$ cat config.mk
export PLATFORM = sky130hd
export DESIGN_NAME = ubt_baud_timer
export DESIGN_NICKNAME = d
export VERILOG_FILES = /design/src/core/ubt_pkg.sv /design/src/core/ubt_baud_timer.sv
export VERILOG_INCLUDE_DIRS = /design/src /design/src/core
export SDC_FILE = /design/constraint.sdc
export NUM_CORES = 1
export LEC_CHECK = 0
export BUFFER_PORTS_ARGS = -buffer_cell sky130_fd_sc_hd__buf_2
export CORE_MARGIN = 4
export CORE_UTILIZATION = 57
export CTS_BUF_LIST = sky130_fd_sc_hd__clkbuf_4 sky130_fd_sc_hd__clkbuf_8
export DETAILED_ROUTE_END_ITERATION = 10
export PLACE_DENSITY = 0.87
export SETUP_SLACK_MARGIN = 0.05
export SLEW_MARGIN = 20
export SYNTH_ARGS = -nofsm -noshare
export SYNTH_HDL_FRONTEND = slang
export SYNTH_SLANG_ARGS = --single-unit
$ cat constraint.sdc
create_clock -name clk_i -period 4.42 [get_ports clk_i]
set_input_delay 0.442 -clock clk_i [delete_from_list [all_inputs] [get_ports clk_i]]
set_output_delay 0.442 -clock clk_i [all_outputs]
set_load 0.03 [all_outputs]
$ cat src/core/ubt_consts.svh
// Purpose: offsets, field positions, reset values and codes of the baud/timer block
// Assumes: byte addresses on an AXI4-Lite bus, one 32-bit word per register
// Notes: included by bare name
`ifndef UBT_CONSTS_SVH
`define UBT_CONSTS_SVH
`define UBT_OFF_MODE_REG_ZERO_CHAN_A 8'h00
`define UBT_OFF_MODE_REG_ZERO_CHAN_B 8'h04
`define UBT_OFF_CSR 8'h08
`define UBT_OFF_ACR 8'h0c
`define UBT_OFF_ISR 8'h10
`define UBT_OFF_IMR 8'h14
`define UBT_OFF_PRE_HI 8'h18
`define UBT_OFF_PRE_LO 8'h1c
`define UBT_OFF_CMD_A 8'h20
`define UBT_OFF_CMD_B 8'h24
`define UBT_OFF_START 8'h28
`define UBT_OFF_STOP 8'h2c
`define UBT_MR0_EXT_BIT 0
`define UBT_ACR_TIMER_BIT 6
`define UBT_ISR_CT_BIT 3
`define UBT_CMD_TO_ON 4'ha
`define UBT_CMD_TO_OFF 4'hc
`define UBT_SEL_RATES 4'he
`define UBT_SEL_CT 4'he
`define UBT_SEL_EXT 4'hf
`define UBT_SRC_PIN 2'h0
`define UBT_SRC_TXA 2'h1
`define UBT_SRC_OSC 2'h2
`define UBT_SRC_OSC16 2'h3
`define UBT_RESP_OKAY 2'h0
`define UBT_RESP_SLVERR 2'h2
`define UBT_CSR_RST 16'h0000
`define UBT_PRE_RST 8'h00
`endif

$ cat src/core/ubt_pkg.sv
// Purpose: types shared by the baud/timer block
// Assumes: nothing
// Notes: one-hot restart phases of the time-out sequence
package ubt_pkg;
  typedef enum logic [2:0] {
    UBT_PH_IDLE = 3'b001,
    UBT_PH_STOP = 3'b010,
    UBT_PH_RUN = 3'b100
  } ubt_ph_t;
  typedef logic [7:0] ubt_addr_t;
endpackage

$ cat src/core/ubt_baud_timer.sv
// Purpose: fixed-rate divider, four clock selectors and 16-bit counter/timer
// Assumes: AXI4-Lite slave on clk_i; oscillator and clock pins are asynchronous
// Notes: divider counts oscillator edges, so every rate follows the oscillator
// Operation
// - divider offers 22 rates to selectors
// - mode zero bit 0 adds extended rates
// - only channel A rate-set field counts
// - divider clocks run at sixteen times baud
// - rates scale with oscillator frequency
// - 16-bit divider, three modes, preset divisor
// - aux control bits 6:4 pick source, mode
// - output falling edge sets counter-ready flag
// - two read addresses start and stop
// - start copies presets into counter
// - stop clears counter-ready flag
// - timer gives square wave, half period preset
// - timer flags each fall; stop only clears
// - counter counts to zero, flags, wraps
// - counter reads return the live count
// - command 0xA enables, 0xC disables time-out
// - time-out mode ignores start and stop
// - character load stops, reloads, restarts counter
// - time-out end flags; mask bit interrupts
// - character or time-out-on clears flag
// - both channels: restart on either load
// - each selector picks rate, timer or external
//
// Implementation choices: the AXI4-Lite slave port and the register addresses.
`timescale 1ns/1ps
`include "ubt_consts.svh"
`default_nettype none
module ubt_baud_timer (
  input wire logic clk_i,
  input wire logic reset_i,
  input wire ubt_pkg::ubt_addr_t axi_awaddr_i,
  input wire logic axi_awvalid_i,
  output logic axi_awready_o,
  input wire logic [31:0] axi_wdata_i,
  input wire logic [3:0] axi_wstrb_i,
  input wire logic axi_wvalid_i,
  output logic axi_wready_o,
  output logic [1:0] axi_bresp_o,
  output logic axi_bvalid_o,
  input wire logic axi_bready_i,
  input wire ubt_pkg::ubt_addr_t axi_araddr_i,
  input wire logic axi_arvalid_i,
  output logic axi_arready_o,
  output logic [31:0] axi_rdata_o,
  output logic [1:0] axi_rresp_o,
  output logic axi_rvalid_o,
  input wire logic axi_rready_i,
  input wire logic osc_clock_input_i,
  input wire logic [3:0] ext_clk_i,
  input wire logic ct_ext_clk_i,
  input wire logic rx_load_a_i,
  input wire logic rx_load_b_i,
  output logic [3:0] tick_o,
  output logic ct_out_o,
  output logic irq_o
);
  import ubt_pkg::*;

  // divisor of the oscillator for each rate code, 16x clock
  function automatic logic [12:0] rate_div(input logic ext, input logic [3:0] code);
    logic [12:0] d;
    d = 13'h0001;
    if (!ext) begin
      case (code)
        4'h0: d = 13'h1200;
        4'h1: d = 13'h082f;
        4'h2: d = 13'h06b1;
        4'h3: d = 13'h0480;
        4'h4: d = 13'h0300;
        4'h5: d = 13'h0180;
        4'h6: d = 13'h00c0;
        4'h7: d = 13'h00db;
        4'h8: d = 13'h0060;
        4'h9: d = 13'h0030;
        4'ha: d = 13'h0020;
        4'hb: d = 13'h0018;
        4'hc: d = 13'h0006;
        4'hd: d = 13'h000c;
        default: d = 13'h0001;
      endcase
    end else begin
      case (code)
        4'h0: d = 13'h0c00;
        4'h1: d = 13'h082f;
        4'h2: d = 13'h06b1;
        4'h3: d = 13'h0600;
        4'h4: d = 13'h0300;
        4'h5: d = 13'h0180;
        4'h6: d = 13'h00c0;
        4'h7: d = 13'h0080;
        4'h8: d = 13'h0060;
        4'h9: d = 13'h0040;
        4'ha: d = 13'h0010;
        4'hb: d = 13'h0004;
        4'hc: d = 13'h0002;
        4'hd: d = 13'h0001;
        default: d = 13'h0001;
      endcase
    end
    return d;
  endfunction

  // register file and bus state
  logic awrdy_q, awrdy_d, wrdy_q, wrdy_d, bvalid_q, bvalid_d;
  logic ardy_q, ardy_d, rvalid_q, rvalid_d;
  logic [1:0] bresp_q, bresp_d, rresp_q, rresp_d;
  logic [31:0] rdata_q, rdata_d;
  ubt_addr_t waddr_q, waddr_d;
  logic [7:0] wdata_q, wdata_d;
  logic [1:0] wstrb_q, wstrb_d;
  logic [7:0] wdata_hi_q, wdata_hi_d;
  logic [7:0] mode_reg_zero_chan_a_q, mode_reg_zero_chan_a_d;
  logic [7:3] mode_reg_zero_chan_b_q, mode_reg_zero_chan_b_d;
  logic [15:0] csr_q, csr_d;
  logic [6:4] acr_q, acr_d;
  logic [7:0] imr_q, imr_d;
  logic [7:0] pre_hi_q, pre_hi_d, pre_lo_q, pre_lo_d;
  logic do_wr, start_cmd, stop_cmd, to_on, to_off;
  // counter state
  logic [15:0] count_q, count_d;
  logic ct_out_q, ct_out_d, run_q, run_d, flag_q, flag_d, irq_q, irq_d;
  logic to_a_q, to_a_d, to_b_q, to_b_d;
  ubt_ph_t ph_q, ph_d;
  // divider state
  logic [5:0] sync1_q, sync2_q, sync3_q;
  logic [12:0] dcnt_q [4];
  logic [12:0] dcnt_d [4];
  logic [3:0] pre16_q, pre16_d;
  logic [3:0] tick_q, tick_d;
  logic [15:0] preset;
  logic to_act, char_load, timer_mode, osc_tick, ct_tick, ct_rise;
  logic [5:0] pin_rise;

  assign preset = {pre_hi_q, pre_lo_q};
  assign to_act = to_a_q | to_b_q;
  assign char_load = (rx_load_a_i & to_a_q) | (rx_load_b_i & to_b_q);
  assign timer_mode = acr_q[`UBT_ACR_TIMER_BIT] & ~to_act;
  assign pin_rise = sync2_q & ~sync3_q;
  assign osc_tick = pin_rise[5];
  assign ct_rise = ct_out_d & ~ct_out_q;

  always_comb begin
    awrdy_d = awrdy_q;
    wrdy_d = wrdy_q;
    bvalid_d = bvalid_q;
    bresp_d = bresp_q;
    ardy_d = ardy_q;
    rvalid_d = rvalid_q;
    rresp_d = rresp_q;
    rdata_d = rdata_q;
    waddr_d = waddr_q;
    wdata_d = wdata_q;
    wdata_hi_d = wdata_hi_q;
    wstrb_d = wstrb_q;
    mode_reg_zero_chan_a_d = mode_reg_zero_chan_a_q;
    mode_reg_zero_chan_b_d = mode_reg_zero_chan_b_q;
    csr_d = csr_q;
    acr_d = acr_q;
    imr_d = imr_q;
    pre_hi_d = pre_hi_q;
    pre_lo_d = pre_lo_q;
    start_cmd = 1'b0;
    stop_cmd = 1'b0;
    to_on = 1'b0;
    to_off = 1'b0;
    if (axi_awvalid_i && awrdy_q) begin
      awrdy_d = 1'b0;
      waddr_d = axi_awaddr_i;
    end
    if (axi_wvalid_i && wrdy_q) begin
      wrdy_d = 1'b0;
      wdata_d = axi_wdata_i[7:0];
      wdata_hi_d = axi_wdata_i[15:8];
      wstrb_d = axi_wstrb_i[1:0];
    end
    // write once address and data are both held and no answer is pending
    do_wr = !awrdy_q && !wrdy_q && !bvalid_q;
    if (do_wr) begin
      bvalid_d = 1'b1;
      bresp_d = `UBT_RESP_OKAY;
      case (waddr_q)
        `UBT_OFF_MODE_REG_ZERO_CHAN_A: if (wstrb_q[0]) mode_reg_zero_chan_a_d = wdata_q;
        `UBT_OFF_MODE_REG_ZERO_CHAN_B: if (wstrb_q[0]) mode_reg_zero_chan_b_d = wdata_q[7:3];
        `UBT_OFF_CSR: begin
          if (wstrb_q[0]) csr_d[7:0] = wdata_q;
          if (wstrb_q[1]) csr_d[15:8] = wdata_hi_q;
        end
        `UBT_OFF_ACR: if (wstrb_q[0]) acr_d = wdata_q[6:4];
        `UBT_OFF_ISR: ;
        `UBT_OFF_IMR: if (wstrb_q[0]) imr_d = wdata_q;
        `UBT_OFF_PRE_HI: if (wstrb_q[0]) pre_hi_d = wdata_q;
        `UBT_OFF_PRE_LO: if (wstrb_q[0]) pre_lo_d = wdata_q;
        `UBT_OFF_CMD_A, `UBT_OFF_CMD_B: begin
          to_on = wstrb_q[0] && wdata_q[7:4] == `UBT_CMD_TO_ON;
          to_off = wstrb_q[0] && wdata_q[7:4] == `UBT_CMD_TO_OFF;
        end
        default: bresp_d = `UBT_RESP_SLVERR;
      endcase
    end
    if (bvalid_q && axi_bready_i) begin
      bvalid_d = 1'b0;
      awrdy_d = 1'b1;
      wrdy_d = 1'b1;
    end
    if (axi_arvalid_i && ardy_q) begin
      ardy_d = 1'b0;
      rvalid_d = 1'b1;
      rresp_d = `UBT_RESP_OKAY;
      rdata_d = 32'h0000_0000;
      case (axi_araddr_i)
        `UBT_OFF_MODE_REG_ZERO_CHAN_A: rdata_d[7:0] = mode_reg_zero_chan_a_q;
        `UBT_OFF_MODE_REG_ZERO_CHAN_B: rdata_d[7:0] = {mode_reg_zero_chan_b_q, 3'h0};
        `UBT_OFF_CSR: rdata_d[15:0] = csr_q;
        `UBT_OFF_ACR: rdata_d[6:4] = acr_q;
        `UBT_OFF_ISR: rdata_d[`UBT_ISR_CT_BIT] = flag_q;
        `UBT_OFF_IMR: rdata_d[7:0] = imr_q;
        `UBT_OFF_PRE_HI: rdata_d[7:0] = count_q[15:8];
        `UBT_OFF_PRE_LO: rdata_d[7:0] = count_q[7:0];
        `UBT_OFF_CMD_A, `UBT_OFF_CMD_B: ;
        `UBT_OFF_START: start_cmd = 1'b1;
        `UBT_OFF_STOP: stop_cmd = 1'b1;
        default: rresp_d = `UBT_RESP_SLVERR;
      endcase
    end
    if (rvalid_q && axi_rready_i) begin
      rvalid_d = 1'b0;
      ardy_d = 1'b1;
    end
  end

  always_ff @(posedge clk_i) begin
    if (reset_i) begin
      awrdy_q <= 1'b1;
      wrdy_q <= 1'b1;
      bvalid_q <= 1'b0;
      bresp_q <= `UBT_RESP_OKAY;
      ardy_q <= 1'b1;
      rvalid_q <= 1'b0;
      rresp_q <= `UBT_RESP_OKAY;
      rdata_q <= 32'h0000_0000;
      waddr_q <= 8'h00;
      wdata_q <= 8'h00;
      wdata_hi_q <= 8'h00;
      wstrb_q <= 2'h0;
      mode_reg_zero_chan_a_q <= 8'h00;
      mode_reg_zero_chan_b_q <= 5'h00;
      csr_q <= `UBT_CSR_RST;
      acr_q <= 3'h0;
      imr_q <= 8'h00;
      pre_hi_q <= `UBT_PRE_RST;
      pre_lo_q <= `UBT_PRE_RST;
    end else begin
      awrdy_q <= awrdy_d;
      wrdy_q <= wrdy_d;
      bvalid_q <= bvalid_d;
      bresp_q <= bresp_d;
      ardy_q <= ardy_d;
      rvalid_q <= rvalid_d;
      rresp_q <= rresp_d;
      rdata_q <= rdata_d;
      waddr_q <= waddr_d;
      wdata_q <= wdata_d;
      wdata_hi_q <= wdata_hi_d;
      wstrb_q <= wstrb_d;
      mode_reg_zero_chan_a_q <= mode_reg_zero_chan_a_d;
      mode_reg_zero_chan_b_q <= mode_reg_zero_chan_b_d;
      csr_q <= csr_d;
      acr_q <= acr_d;
      imr_q <= imr_d;
      pre_hi_q <= pre_hi_d;
      pre_lo_q <= pre_lo_d;
    end
  end

  // counter/timer clock; own process so the selectors never loop back through ct_rise
  always_comb begin
    case (acr_q[5:4])
      `UBT_SRC_PIN: ct_tick = pin_rise[4];
      `UBT_SRC_TXA: ct_tick = tick_q[1];
      `UBT_SRC_OSC: ct_tick = osc_tick;
      default: ct_tick = osc_tick && pre16_q == 4'hf;
    endcase
  end

  // divider and selectors
  always_comb begin
    pre16_d = pre16_q;
    if (osc_tick) pre16_d = pre16_q + 4'h1;
    for (int i = 0; i < 4; i++) begin
      logic [12:0] dv;
      logic [3:0] sel;
      logic dt;
      dv = rate_div(mode_reg_zero_chan_a_q[`UBT_MR0_EXT_BIT], csr_q[4*i +: 4]);
      sel = csr_q[4*i +: 4];
      dt = 1'b0;
      dcnt_d[i] = dcnt_q[i];
      // oscillator edges only, so rates scale with the oscillator
      if (osc_tick) begin
        if (dcnt_q[i] >= dv - 13'h0001) begin
          dcnt_d[i] = 13'h0000;
          dt = 1'b1;
        end else begin
          dcnt_d[i] = dcnt_q[i] + 13'h0001;
        end
      end
      if (sel < `UBT_SEL_RATES) tick_d[i] = dt;
      else if (sel == `UBT_SEL_CT) tick_d[i] = ct_rise;
      else tick_d[i] = pin_rise[i];
    end
  end

  always_ff @(posedge clk_i) begin
    if (reset_i) begin
      sync1_q <= 6'h00;
      sync2_q <= 6'h00;
      sync3_q <= 6'h00;
      pre16_q <= 4'h0;
      tick_q <= 4'h0;
      for (int i = 0; i < 4; i++) dcnt_q[i] <= 13'h0000;
    end else begin
      sync1_q <= {osc_clock_input_i, ct_ext_clk_i, ext_clk_i};
      sync2_q <= sync1_q;
      sync3_q <= sync2_q;
      pre16_q <= pre16_d;
      tick_q <= tick_d;
      for (int i = 0; i < 4; i++) dcnt_q[i] <= dcnt_d[i];
    end
  end

  // counter/timer
  always_comb begin
    count_d = count_q;
    ct_out_d = ct_out_q;
    run_d = run_q;
    ph_d = ph_q;
    to_a_d = to_a_q;
    to_b_d = to_b_q;
    if (to_on || to_off) begin
      if (waddr_q == `UBT_OFF_CMD_A) to_a_d = to_on;
      else to_b_d = to_on;
    end
    if (start_cmd && !to_act) begin
      count_d = preset;
      run_d = 1'b1;
      ct_out_d = 1'b1;
      // drop a restart phase left over from time-out mode
      ph_d = UBT_PH_IDLE;
    end else if (stop_cmd && !to_act && !timer_mode) begin
      run_d = 1'b0;
    end else if (to_on) begin
      run_d = 1'b0;
      ph_d = UBT_PH_IDLE;
    end else if (to_act && char_load) begin
      ph_d = UBT_PH_STOP;
    end else if (ct_tick) begin
      case (ph_q)
        UBT_PH_STOP: begin
          run_d = 1'b0;
          count_d = preset;
          ph_d = UBT_PH_RUN;
        end
        UBT_PH_RUN: begin
          run_d = 1'b1;
          ct_out_d = 1'b1;
          ph_d = UBT_PH_IDLE;
        end
        default: begin
          if (run_q && timer_mode) begin
            if (count_q <= 16'h0001) begin
              count_d = preset;
              ct_out_d = ~ct_out_q;
            end else begin
              count_d = count_q - 16'h0001;
            end
          end else if (run_q) begin
            // wraps past zero and keeps counting, output stays low
            count_d = count_q - 16'h0001;
            if (count_q == 16'h0001) ct_out_d = 1'b0;
          end
        end
      endcase
    end
    // set wins over a clear in the same cycle
    flag_d = flag_q;
    if ((stop_cmd && !to_act) || to_on || (to_act && char_load)) flag_d = 1'b0;
    if (ct_out_q && !ct_out_d) flag_d = 1'b1;
    irq_d = flag_d & imr_q[`UBT_ISR_CT_BIT];
  end

  always_ff @(posedge clk_i) begin
    if (reset_i) begin
      count_q <= 16'h0000;
      ct_out_q <= 1'b1;
      run_q <= 1'b0;
      flag_q <= 1'b0;
      irq_q <= 1'b0;
      ph_q <= UBT_PH_IDLE;
      to_a_q <= 1'b0;
      to_b_q <= 1'b0;
    end else begin
      count_q <= count_d;
      ct_out_q <= ct_out_d;
      run_q <= run_d;
      flag_q <= flag_d;
      irq_q <= irq_d;
      ph_q <= ph_d;
      to_a_q <= to_a_d;
      to_b_q <= to_b_d;
    end
  end

  assign axi_awready_o = awrdy_q;
  assign axi_wready_o = wrdy_q;
  assign axi_bvalid_o = bvalid_q;
  assign axi_bresp_o = bresp_q;
  assign axi_arready_o = ardy_q;
  assign axi_rvalid_o = rvalid_q;
  assign axi_rresp_o = rresp_q;
  assign axi_rdata_o = rdata_q;
  assign tick_o = tick_q;
  assign ct_out_o = ct_out_q;
  assign irq_o = irq_q;
endmodule
`default_nettype wire

==> flow_summary.ini <==
[power]
p_leak_uw = 0.00697
clock_power_share = 0.452
p_per_area_nw_per_um2 = 320
swShare = 0.235
vdd_drop_max_mv = 0.230
p_sw_uw = 1300
p_seq_frac = 0.505
p_int_uw = 4210
fin_total_pwr_uw = 5500
comb_power_share = 0.042

[finish]
n_antenna_cell = 0
fill_cells = 2142
fin_cells = 2229
post-route-util = 0.637
areaGrowthSynthToFinish_pct = 9.87
drive_above_1_share = 0.127
nets = 2010

[synthesis]
synth_edf_count = 0
syn_avg_cell_area_um2 = 8.74
synth_top_area_cell = dfxtp_1
synth.area.top_cells = dfxtp_1 (38%), ha_1 (6.9%), mux2i_1 (5.8%)
yosys_warnings = 0
yosys.cell_types.count = 87
netlist.area_leader.share = 0.383
synth_seq_cells = 300
netlist_area_um2 = 15700
synth_common_cells = dfxtp_1 (300), nor2_1 (196), nand2_1 (139)
synthFlopType = dfxtp_1
yosysMostFrequentCell = dfxtp_1
asyncSetResetFlopFracSynth = 0
syn_inst = 1793
ys_seq_area_frac = 0.383

[floorplanning]
initial_core_util = 0.580
pin_count = 114
die_w_um = 174
dieArea_um2 = 30200
fp-row-count = 60
die_y_um = 174
core_um2 = 27000

[timing]
fin_skew_ns = 0.0353
max_slew.worst_pin.slew_ns = 1.11
slew_headroom = 0.263
finalSetupViolations = 0
fmax_ghz = 0.240
slew_violations = 0
finalHoldViolations = 0
min_period_ns = 4.16
fin_crit_sh = 0.942
rsz0062_at_grt = no
tns_ns = 0

[grt]
first_global_vias = 12957
use_met1 = 0.317
grt_pass1_wl_um = 63100
grt_overflow = 0
grtUsageMet3 = 0.0441
grt_max_degree = 90
grt_use_met2 = 0.413
grt-busiest-layer = met2
antenna_found_initial = 0
grt_util_all_layers = 0.244

[critical_path]
cp_slowest_cell = dfxtp_4
crit_chain = mux2i_1 -> ha_1 -> o221ai_1 -> or3_1 -> nor2_1 -> xor2_1 -> mux2i_1 -> ha_1 -> a21o_1 -> a21o_1 -> a221oi_1 -> a31oi_2 -> a21oi_1
cp-end-kind = flop
worstPathMaxFanout = 38
max_stage_delay_ns = 0.67
worstSetupPathType = reg2reg
crit_required_ns = 4.89
startpoint_type = flop
critPathArrivalTime_ns = 4.64
critPathTopFamily = compound AO/OA/AOI/OAI gates
worst-path-buf-inv = 0

[cts]
cts_tree = done
clk_pin_slew_ns = 0.07
clock_path_buffers = 3
h-tree-depth = 2
cts_buffers = 48
cts_root_buf = clkbuf_8
cts_sinks = 300
cts_setup_buffers = 0
insertion_delay_ns = 0.58
postCtsHoldBufs = 0

[route]
vias = 13454
route.detailed.drc = 0
detail-route-antenna-nets = 0
first_iter_violations = 1106
avgRoutedWirePerCell_um = 17.3
drt-total-wl_um = 38500
drt_first_pass_iters = 5
vias_per_cell = 6.04

[run]
drv_cap = 0

[worst_hold_path]
hp-class = in2reg

[place]
gp_congestion = 0.963
place_hpwl_um = 27400
io_buffers = 77
dp.cells = 2146

[status]
status = completed
[power groups by stage]
stage	registers (uW)	logic, uW	clock network (uW)
floorplan	2830	177	0
global placement	2840	221	0
detailed placement	2840	228	0
CTS	2780	230	2510
global route	2780	256	2640
finish	2780	233	2490
[path summary, 6_finish.rpt]
kind	start	endpoint	slack [ns]	cells past startpoint
worst max-delay path	mode_reg_zero_chan_a_q[0]	dcnt_q[0][0]	0.26	13
worst min-delay path	axi_wvalid_i	axi_wready_o	0.08	2
worst max register to register	mode_reg_zero_chan_a_q[0]	dcnt_q[0][0]	0.26	13
worst min register to register	sync1_q[4]	sync2_q[4]	0.43	1
[cell type report]
class,count,area (um^2),share of cell area
flip-flops and latches,300,6010,0.349
clock inverters,12,134,0.00777
repair buffers,95,527,0.0306
well taps,341,427,0.0248
inverters,44,165,0.00959
clock buffers,70,882,0.0512
multi-input cells,1367,9080,0.527
[timing repair]
action	CTS	global route
resized for setup	1	4
endpoints found under the setup margin	1	21
pin swaps	0	0
[per-layer routing]
layer  share of wire  vias to the layer above
met3           0.077                      108
li1                -                     6495
met1            0.42                     6305
met5               0                        -
met4           0.029                        0
met2            0.47                      546
[kinds of logic (layout without fill, tap and decap cells)]
family / Yosys count / in the layout / synth area share
buf+inv: 143 / 221 / 0.0438
mux: 108 / 108 / 0.0710
simple gates: 705 / 705 / 0.231
xor+xnor: 90 / 90 / 0.0503
flops: 300 / 300 / 0.383
other cells: 1 / 18 / 0.000239
fa+ha+maj: 87 / 87 / 0.0694
compound gates: 359 / 359 / 0.151
[layout by cell type, fill, tap and decap left out, types with 18 or more instances in the layout]
cell,count
a21o_1,26
a21oi_1,124
a22oi_1,18
and2_1,26
buf_2,76
buf_4,18
clkbuf_8,57
conb_1,18
dfxtp_1,299
ha_1,87
inv_1,42
mux2i_1,91
nand2_1,139
nand3_1,63
nand4_1,32
nor2_1,196
nor2b_1,38
nor3_1,90
nor3b_1,22
o21ai_0,63
xnor2_1,56
xor2_1,34
[per-stage QoR]
step / hold slack [ns] / instance area (um^2) / setup WS, ns
after floorplan: 0.414 / 15700 / 0.0577
after CTS: 0.0534 / 17200 / 0.0590
after global routing: 0.0700 / 17200 / 0.0751
after global placement: 0.425 / 16200 / 0.278
final: 0.0773 / 17200 / 0.256
after detailed placement: 0.426 / 16200 / 0.0978
No activity file was read; power rests on OpenSTA's default activity.
